===== src/core/fdm_pkg.sv =====
package fdm_pkg;
	// Error codes presented on the serial output registers
	localparam logic [15:0] FDM_CODE_NONE     = 16'h0000;
	localparam logic [15:0] FDM_CODE_RAM_PAR  = 16'hC001;
	localparam logic [15:0] FDM_CODE_CFG_PAR  = 16'hC002;
	localparam logic [15:0] FDM_CODE_NVM_MB   = 16'hC004;
	localparam logic [15:0] FDM_CODE_WDG      = 16'hC008;
	localparam logic [15:0] FDM_CODE_SENS     = 16'hC010;
	localparam logic [15:0] FDM_CODE_NVM_SIG  = 16'hC0AA;
	localparam logic [15:0] FDM_CODE_PROG_SIG = 16'hC0CC;
	localparam logic [15:0] FDM_CODE_ICC      = 16'hC0FF;
	// Limit register value that switches the aging check off
	localparam logic [15:0] FDM_AGING_OFF     = 16'hFF00;

	localparam int FDM_CLK_HZ          = 40_000_000;
	localparam int FDM_OSC_TIMEOUT_US  = 200;
	// Longest time: round down
	localparam int FDM_OSC_TIMEOUT_CYC = (FDM_OSC_TIMEOUT_US * (FDM_CLK_HZ / 1000)) / 1000;
	localparam int FDM_STARTUP_CLKS    = 69632;
	localparam int FDM_CYCLE_WDG_MULT  = 2;
	localparam int FDM_TMP_DM_THRESH   = 2;

	typedef struct packed {
		logic prog_sig_en;
		logic sensor_chk_en;
		logic temp_chk_en;
		logic legacy_rev;
		logic reset_on_fatal;
	} fdm_cfg_s;

	typedef struct packed {
		logic [15:0] limit_ctl;
		logic [15:0] low;
		logic [15:0] high;
	} fdm_aging_s;

	typedef enum {FDM_PH_STARTUP, FDM_PH_RUN} fdm_phase_e;
endpackage : fdm_pkg


===== src/core/fdm_monitor.sv =====
`timescale 1ns/1ps
`default_nettype none
module fdm_monitor #(
	parameter int WDG_W        = 20,
	parameter int STARTUP_CLKS = fdm_pkg::FDM_STARTUP_CLKS,
	parameter int OSC_CYC      = fdm_pkg::FDM_OSC_TIMEOUT_CYC
) (
	input  wire logic              clk_sys,
	input  wire logic              resetn,
	input  wire fdm_pkg::fdm_cfg_s cfg,
	input  wire fdm_pkg::fdm_aging_s aging,
	input  wire logic              supply_loss_detect,
	input  wire logic              startup_done,
	input  wire logic              reload_and_restart_command,
	input  wire logic              meas_cycle_start,
	input  wire logic [15:0]       conv_cycle_clks,
	input  wire logic              osc_tick,
	input  wire logic              ram_rd_valid,
	input  wire logic              ram_parity_err,
	input  wire logic              cfg_parity_err,
	input  wire logic              nvm_multibit_err,
	input  wire logic              nvm_load_active,
	input  wire logic              nvm_sig_fail,
	input  wire logic              prog_sig_fail,
	input  wire logic              icc_fail,
	input  wire logic              alu_fail,
	input  wire logic              sens_conn_fail,
	input  wire logic              sens_short_fail,
	input  wire logic              temp_valid,
	input  wire logic [15:0]       temp_raw,
	input  wire logic [4:0]        temp_res,
	input  wire logic              cmv_valid,
	input  wire logic [15:0]       cmv_value,
	output logic [15:0]            error_code,
	output logic                   diagnostic_state,
	output logic                   lower_diagnostic_range,
	output logic                   serial_out_load,
	output logic                   reset_request,
	output logic                   startup_phase
);
	import fdm_pkg::*;

	localparam logic [WDG_W-1:0] STARTUP_LIM = WDG_W'(STARTUP_CLKS);
	localparam logic [13:0]      OSC_LIM     = 14'(OSC_CYC);
	localparam logic [1:0]       TMP_MAX     = 2'(FDM_TMP_DM_THRESH);

	fdm_phase_e       phase_r;
	logic [WDG_W-1:0] wdg_cnt_r;
	logic             wdg_fired_r;
	logic [13:0]      osc_cnt_r;
	logic             osc_fault_r;
	logic             sens_seen_r;
	logic [1:0]       tmp_cnt_r;
	logic             tmp_dm_r;
	logic             tmp_sens_r;
	logic [15:0]      perm_code_r;
	logic             perm_dm_r;
	logic             dm_prev_r;
	logic [15:0]      error_code_r;
	logic             reset_req_r;

	wire              clr = supply_loss_detect;
	wire              in_start = (phase_r == FDM_PH_STARTUP);
	wire [WDG_W-1:0]  cyc_lim = WDG_W'({conv_cycle_clks, 1'b0});
	wire              wdg_expire = !wdg_fired_r &&
		(in_start ? (wdg_cnt_r >= STARTUP_LIM)
		          : (wdg_cnt_r > cyc_lim));

	// Temperature full scale is 2^res - 1, computed one bit wider
	wire [16:0]       temp_max = (17'h00001 << temp_res) - 17'h00001;
	wire              temp_bad = temp_valid && cfg.temp_chk_en &&
		(temp_raw == 16'h0000 || {1'b0, temp_raw} >= temp_max);
	wire              aging_bad = cmv_valid && aging.limit_ctl != FDM_AGING_OFF &&
		(cmv_value < aging.low || cmv_value > aging.high);
	wire              conn_bad = cfg.sensor_chk_en &&
		(sens_conn_fail || sens_short_fail);
	wire              sens_now = temp_bad || aging_bad || conn_bad;
	wire              cycle_fail = sens_seen_r || sens_now || osc_fault_r;
	wire              cycle_sens = sens_seen_r || sens_now;

	// Fatal checks have no enable: armed after reset; the watchdog fires once until reload or supply loss
	wire ram_ev  = ram_rd_valid && ram_parity_err;
	wire cfg_ev  = cfg_parity_err;
	wire fatal   = ram_ev || cfg_ev || alu_fail || wdg_expire;
	wire mb_ev   = in_start && nvm_multibit_err;
	wire sig_ev  = nvm_load_active && nvm_sig_fail;
	wire prog_ev = in_start && cfg.prog_sig_en && prog_sig_fail;
	wire icc_ev  = cfg.legacy_rev && icc_fail;

	wire [15:0] new_code =
		(ram_ev   ? FDM_CODE_RAM_PAR  : FDM_CODE_NONE) |
		(cfg_ev   ? FDM_CODE_CFG_PAR  : FDM_CODE_NONE) |
		(mb_ev    ? FDM_CODE_NVM_MB   : FDM_CODE_NONE) |
		(alu_fail ? FDM_CODE_SENS     : FDM_CODE_NONE) |
		(sig_ev   ? FDM_CODE_NVM_SIG  : FDM_CODE_NONE) |
		(prog_ev  ? FDM_CODE_PROG_SIG : FDM_CODE_NONE) |
		(icc_ev   ? FDM_CODE_ICC      : FDM_CODE_NONE);
	wire        perm_ev = fatal || mb_ev || sig_ev || prog_ev || icc_ev;
	wire [15:0] perm_code_nxt = wdg_expire ? (FDM_CODE_WDG | new_code)
	                                       : (perm_code_r | new_code);

	// Temporary mode counter: up on a failing cycle, down on a clean one
	wire        eval = meas_cycle_start;
	wire [1:0]  tmp_cnt_nxt = !eval ? tmp_cnt_r :
		cycle_fail ? ((tmp_cnt_r == TMP_MAX) ? tmp_cnt_r : tmp_cnt_r + 2'h1) :
		((tmp_cnt_r == 2'h0) ? tmp_cnt_r : tmp_cnt_r - 2'h1);
	wire        tmp_dm_nxt = (tmp_cnt_nxt == TMP_MAX) ? 1'b1 :
		(tmp_cnt_nxt == 2'h0) ? 1'b0 : tmp_dm_r;
	wire        tmp_sens_nxt = !tmp_dm_nxt ? 1'b0 :
		(eval && cycle_sens) ? 1'b1 : tmp_sens_r;
	// Oscillator fault enters temporary mode without a code
	wire [15:0] tmp_code = tmp_sens_nxt ? FDM_CODE_SENS : FDM_CODE_NONE;
	wire        perm_dm_nxt = perm_dm_r || perm_ev;
	wire        dm_now = perm_dm_r || tmp_dm_r;

	always_ff @(posedge clk_sys or negedge resetn) begin
		if (!resetn) begin
			phase_r <= FDM_PH_STARTUP;
		end else if (clr || reload_and_restart_command) begin
			phase_r <= FDM_PH_STARTUP;
		end else begin
			case (phase_r)
				FDM_PH_STARTUP: if (startup_done) phase_r <= FDM_PH_RUN;
				FDM_PH_RUN:     phase_r <= FDM_PH_RUN;
				default:        phase_r <= FDM_PH_STARTUP;
			endcase
		end
	end

	// Watchdog restarts with each cycle and on reload
	always_ff @(posedge clk_sys or negedge resetn) begin
		if (!resetn) begin
			wdg_cnt_r   <= '0;
			wdg_fired_r <= 1'b0;
		end else if (clr || reload_and_restart_command) begin
			wdg_cnt_r   <= '0;
			wdg_fired_r <= 1'b0;
		end else begin
			if ((!in_start && meas_cycle_start) || (in_start && startup_done))
				wdg_cnt_r <= '0;
			else if (wdg_cnt_r != '1)
				wdg_cnt_r <= wdg_cnt_r + 1'b1;
			if (wdg_expire)
				wdg_fired_r <= 1'b1;
		end
	end

	// Oscillator monitor: ticks of the checked oscillator must keep coming
	always_ff @(posedge clk_sys or negedge resetn) begin
		if (!resetn) begin
			osc_cnt_r   <= '0;
			osc_fault_r <= 1'b0;
		end else if (clr || osc_tick) begin
			osc_cnt_r   <= '0;
			osc_fault_r <= 1'b0;
		end else if (osc_cnt_r >= OSC_LIM - 14'h0001) begin
			osc_fault_r <= 1'b1;
		end else begin
			osc_cnt_r <= osc_cnt_r + 14'h0001;
		end
	end

	// Sensor results gathered over one cycle; the clear at cycle start wins over a new fail
	always_ff @(posedge clk_sys or negedge resetn) begin
		if (!resetn) begin
			sens_seen_r <= 1'b0;
		end else if (clr) begin
			sens_seen_r <= 1'b0;
		end else if (eval) begin
			sens_seen_r <= 1'b0;
		end else if (sens_now) begin
			sens_seen_r <= 1'b1;
		end
	end

	always_ff @(posedge clk_sys or negedge resetn) begin
		if (!resetn) begin
			tmp_cnt_r  <= '0;
			tmp_dm_r   <= 1'b0;
			tmp_sens_r <= 1'b0;
		end else if (clr) begin
			tmp_cnt_r  <= '0;
			tmp_dm_r   <= 1'b0;
			tmp_sens_r <= 1'b0;
		end else begin
			tmp_cnt_r  <= tmp_cnt_nxt;
			tmp_dm_r   <= tmp_dm_nxt;
			tmp_sens_r <= tmp_sens_nxt;
		end
	end

	// Permanent codes stay until reset or supply loss; only the watchdog overwrites them
	always_ff @(posedge clk_sys or negedge resetn) begin
		if (!resetn) begin
			perm_code_r  <= FDM_CODE_NONE;
			perm_dm_r    <= 1'b0;
			dm_prev_r    <= 1'b0;
			error_code_r <= FDM_CODE_NONE;
			reset_req_r  <= 1'b0;
		end else if (clr) begin
			perm_code_r  <= FDM_CODE_NONE;
			perm_dm_r    <= 1'b0;
			dm_prev_r    <= 1'b0;
			error_code_r <= FDM_CODE_NONE;
			reset_req_r  <= 1'b0;
		end else begin
			perm_code_r  <= perm_code_nxt;
			perm_dm_r    <= perm_dm_nxt;
			// Last cycle's mode, so the load strobe marks the entry edge
			dm_prev_r    <= dm_now;
			error_code_r <= perm_code_nxt | tmp_code;
			if (fatal && cfg.reset_on_fatal)
				reset_req_r <= 1'b1;
		end
	end

	assign error_code             = error_code_r;
	assign diagnostic_state       = dm_now;
	assign lower_diagnostic_range = dm_now;
	assign serial_out_load        = dm_now && !dm_prev_r;
	assign reset_request          = reset_req_r;
	assign startup_phase          = in_start;
endmodule : fdm_monitor
`default_nettype wire


===== config.mk =====
export PLATFORM = sky130hd
export DESIGN_NAME = fdm_monitor
export DESIGN_NICKNAME = d
export VERILOG_FILES = /design/src/core/fdm_pkg.sv /design/src/core/fdm_monitor.sv
export SDC_FILE = /design/constraint.sdc
export NUM_CORES = 1
export LEC_CHECK = 0
export ABC_AREA = 1
export BUFFER_PORTS_ARGS = -buffer_cell sky130_fd_sc_hd__buf_2
export CAP_MARGIN = 20
export CORE_MARGIN = 2
export CORE_UTILIZATION = 49
export DETAILED_ROUTE_END_ITERATION = 10
export PLACE_DENSITY_LB_ADDON = 0.12
export REMOVE_ABC_BUFFERS = 1
export SYNTH_ARGS = -nofsm -noshare
export SYNTH_HDL_FRONTEND = slang
export SYNTH_SLANG_ARGS = --single-unit

===== constraint.sdc =====
create_clock -name clk_sys -period 1.95 [get_ports clk_sys]
set_input_delay 0.195 -clock clk_sys [delete_from_list [all_inputs] [get_ports clk_sys]]
set_output_delay 0.195 -clock clk_sys [all_outputs]
set_load 0.02 [all_outputs]

==> results.py <==
metrics = {
    "run_status": {
        "outcome": "complete, but fails checks",
        "violations": "negative setup slack",
    },
    "global_route": {
        "grt_antenna_before_repair": 0,
        "grt_usage_pct": 26.1,
        "grt.overflow.total": 0,
        "first_global_vias": 5731,
        "grt_first_pass_wirelength_um": 24400,
        "maximum_number_of_pins_on_one_net_before_global_route_repair": 45,
    },
    "sta": {
        "setup_ws_ns": -0.754,
        "unrepaired_setup_endpoints_after_global_routing": "true",
        "final-hold-violation-count": 0,
        "setup_failing_eps_final": 37,
        "max_slew.worst_pin.slew_ns": 0.501,
        "hold_slack_ns": 0.0953,
        "slew_viol_final": 0,
        "clock.fmax_ghz": 0.370,
        "period_minus_slack_ns": 2.70,
        "finalClockSkew_ns": 0.00814,
        "relSlewSlack_pct": 66.6,
        "fin_crit_sh_pct": 139,
    },
    "logic_synthesis": {
        "post_synth_num_cell_types": 44,
        "synth_sequential_area_ratio_pct": 30.2,
        "synth_cells": 736,
        "async_reset_ff_share_pct": 100,
        "average_cell_area_after_synthesis_um2": 7.21,
        "synth_edf_count": 0,
        "syn-cell-area_mm2": 0.00531,
        "yosysWarningCount": 0,
        "synth_ff_type": "sky130_fd_sc_hd__dfrtp_1",
        "synth-seq-cells": 64,
    },
    "worst_setup_path": {
        "crit_path_end_kind": "flip-flop",
        "reg2reg_slack_ns": -0.25,
        "worst-endpoint-arrival_ns": 3.00,
        "timing_worst_setup_path_type": "input port to flip-flop",
        "rr_startpoint": "wdg_cnt_r[1]",
        "worst-endpoint-required_ns": 2.25,
        "timing.rr.end": "wdg_cnt_r[15]",
        "worst-r2r-cell-count": 11,
        "critical_path_peak_fanout": 4,
        "critical_path.startpoint_type": "input port",
    },
    "power_and_ir_drop": {
        "power_density_mw_per_mm2": 438,
        "power.share.sequential_pct": 41.5,
        "switching_share_pct": 32.3,
        "total_power_consumption_of_the_routed_design_uw": 3400,
        "comb_power_share_pct": 27.7,
        "p_clk_share_pct": 30.8,
        "vdd.ir_drop.worst_mv": 0.572,
        "p_leak_uw": 0.00421,
        "internal_power_uw": 2300,
        "total_switching_power_uw": 1100,
    },
    "cts": {
        "cts_buffer_depth": 2,
        "clkSlewWorstSetupHoldPaths_ns": 0.07,
        "cts_inserted_buffers": 9,
        "cts_root_buf": "sky130_fd_sc_hd__clkbuf_8",
        "cts-htree-levels": 3,
        "clkSinkCount": 64,
        "insertion_delay_ns": 0.35,
        "tritoncts": "done",
    },
    "place": {
        "dp_wirelength_um": 11300,
        "detailed_place.area_mm2": 0.00670,
        "buffer_ports.inserted": 146,
        "globalplace.congestion": 0.884,
    },
    "drt": {
        "initialDrtViolationCount": 234,
        "final_antenna_net_count": 0,
        "route.vias.total": 5796,
        "drt_first_pass_iters": 4,
        "drt_wl_total_um": 16000,
        "route.detailed.vias_per_inst": 5.12,
        "drt_drc_violations_left": 0,
        "drt-wirelength-per-cell_um": 14.1,
    },
    "floorplan": {
        "start_util_pct": 49.6,
        "floorplan.die.height_um": 108,
        "area_enclosed_by_the_die_boundary_mm2": 0.0117,
        "row_count": 38,
        "fp.dieW_um": 108,
        "top_level_ports": 147,
        "core_area_mm2": 0.0107,
    },
    "hold_path": {
        "hold-path-endpoint": "sens_seen_r",
        "min-delay-start": "meas_cycle_start",
        "worstHoldPathType": "input port to flip-flop",
        "hold-path-cell-count": 2,
    },
    "cells_and_area": {
        "area.growth.synth_to_final_pct": 46.4,
        "commonest_non_fill_non_tap_cell_in_the_layout": "sky130_fd_sc_hd__buf_2",
        "final_cell_mix": "sky130_fd_sc_hd__buf_2, sky130_fd_sc_hd__inv_1, sky130_fd_sc_hd__nand2_1",
        "finalInstanceArea_mm2": 0.00778,
        "post_route_cells_drive_above_1_share_pct": 40.6,
        "nFillCells": 840,
        "n_antenna_cell": 0,
        "num-nets-final": 1183,
    },
    "job": {
        "maxCapViolations": 0,
    },
}
[worst max-delay path: stages]
cell,delay [ns]
sky130_fd_sc_hd__buf_8,0.09
sky130_fd_sc_hd__nor2_4,0.04
sky130_fd_sc_hd__nand2_4,0.08
sky130_fd_sc_hd__nor2_4,0.04
sky130_fd_sc_hd__nand2_2,0.08
sky130_fd_sc_hd__ha_4,0.15
sky130_fd_sc_hd__nand2_4,0.06
sky130_fd_sc_hd__a311oi_2,0.29
sky130_fd_sc_hd__nand3_1,0.14
sky130_fd_sc_hd__xor2_1,0.17
sky130_fd_sc_hd__ha_1,0.31
sky130_fd_sc_hd__nand2_1,0.08
sky130_fd_sc_hd__nor2_2,0.13
sky130_fd_sc_hd__nand3_2,0.09
sky130_fd_sc_hd__o21a_1,0.17
sky130_fd_sc_hd__nand3_1,0.07
sky130_fd_sc_hd__nand2_1,0.05
sky130_fd_sc_hd__nand2_1,0.06
sky130_fd_sc_hd__nand2_2,0.08
sky130_fd_sc_hd__nand4_1,0.11
sky130_fd_sc_hd__nand3_2,0.08
sky130_fd_sc_hd__nand2_2,0.07
sky130_fd_sc_hd__nand2_2,0.07
sky130_fd_sc_hd__buf_4,0.15
sky130_fd_sc_hd__buf_4,0.12
sky130_fd_sc_hd__inv_2,0.03
[registers in the layout, indices dropped and copies added, names as in the netlist, 2 cells and up]
register and flops:
error_code 16, osc_cnt_r 14, perm_code_r 3, tmp_cnt_r 2, wdg_cnt_r 20
[repair_timing]
| item | 4_1_cts | 5_1_grt |
|---|---|---|
| pin swaps | 41 | 45 |
| gates resized for setup | 81 | 75 |
| setup endpoints to repair | 34 | 50 |
| buffers inserted | 31 | 10 |
| hold endpoints to repair | 20 | 0 |
| hold buffers | 1 | 0 |
[metrics by stage]
step / std cells / setup TNS, ns / setup WS [ns] / util (%)
3_3_place_gp: 1083 / -12.29 / -1.18 / 62.6
6_report: 1132 / -10.40 / -0.754 / 72.7
4_1_cts: 1129 / -7.75 / -0.685 / 69.8
2_1_floorplan: 716 / -7.94 / -1.06 / -
5_1_grt: 1132 / -15.72 / -0.975 / 72.7
3_5_place_dp: 1083 / -13.57 / -1.26 / 62.6
[worst max-delay path by stage]
stage	slack, ns	end	start	depth (start not counted)
global placement	-1.18	error_code[14]	temp_res[2]	27
detailed placement	-1.26	error_code[15]	temp_res[2]	27
finish	-0.75	tmp_cnt_r[0]	temp_res[1]	26
CTS	-0.68	error_code[15]	temp_res[1]	27
global route	-0.97	tmp_cnt_r[0]	temp_res[2]	26
floorplan	-1.06	error_code[14]	temp_res[4]	28
[layer usage]
layer,vias up,global-route usage (%),wire [um]
met5,-,0,0
met4,0,11.4,509
met3,55,4.22,890
met2,189,50.1,8450
met1,2657,28.0,6110
li1,2895,-,-
[logic make-up (layout without fill, tap and decap cells)]
family	count (synthesis)	in the layout	share of synthesized area, %
xor+xnor	8	8	1.32
compound gates	109	109	11.6
fa+ha+maj	70	70	16.5
simple gates	322	322	27.5
buf+inv	163	419	12.9
flops	64	64	30.2
[layout make-up]
cell class	instances	area (um2)	area share, %
repair buffers	260	1710	22.0
inverters	143	546	7.02
clock buffers	10	138	1.77
well taps	140	175	2.25
clock inverters	6	43.8	0.563
flip-flops and latches	64	1600	20.6
multi-input cells	509	3560	45.8
[power by group through the flow]
stage               Combinational [uW]  Clock [uW]  Sequential, uW
floorplan                          408           0            1460
global placement                   795           0            1430
detailed placement                 821           0            1430
CTS                                888        1070            1410
global route                      1070        1120            1420
finish                             944        1050            1410
[synth_stat cells, types with 2 or more instances]
library cell,n,area (um2)
sky130_fd_sc_hd__clkbuf_1,2,7.51
sky130_fd_sc_hd__a21oi_1,52,260
sky130_fd_sc_hd__buf_2,2,10.0
sky130_fd_sc_hd__ha_1,70,876
sky130_fd_sc_hd__a211oi_1,4,30.0
sky130_fd_sc_hd__nand3_1,22,110
sky130_fd_sc_hd__dfrtp_1,64,1600
sky130_fd_sc_hd__nand2_2,8,50.1
sky130_fd_sc_hd__inv_2,6,22.5
sky130_fd_sc_hd__nor3_2,5,50.1
sky130_fd_sc_hd__a31oi_1,4,25.0
sky130_fd_sc_hd__buf_4,15,113
sky130_fd_sc_hd__o21bai_1,2,15.0
sky130_fd_sc_hd__o21ai_1,3,15.0
sky130_fd_sc_hd__a21o_1,2,15.0
sky130_fd_sc_hd__nand4_1,20,125
sky130_fd_sc_hd__inv_1,136,510
sky130_fd_sc_hd__o21a_1,4,30.0
sky130_fd_sc_hd__nand4_2,2,25.0
sky130_fd_sc_hd__nor3_1,18,90.1
sky130_fd_sc_hd__nor2_1,75,282
sky130_fd_sc_hd__nand3b_1,2,15.0
sky130_fd_sc_hd__nand2_1,149,559
sky130_fd_sc_hd__a21oi_2,2,17.5
sky130_fd_sc_hd__xor2_1,7,61.3
sky130_fd_sc_hd__nor2_2,3,18.8
sky130_fd_sc_hd__o211ai_1,2,15.0
sky130_fd_sc_hd__or2_2,2,12.5
sky130_fd_sc_hd__nor4_1,9,56.3
sky130_fd_sc_hd__nand3_2,2,20.0
sky130_fd_sc_hd__o21ai_0,29,145
Power figures use the tool's default switching activity.
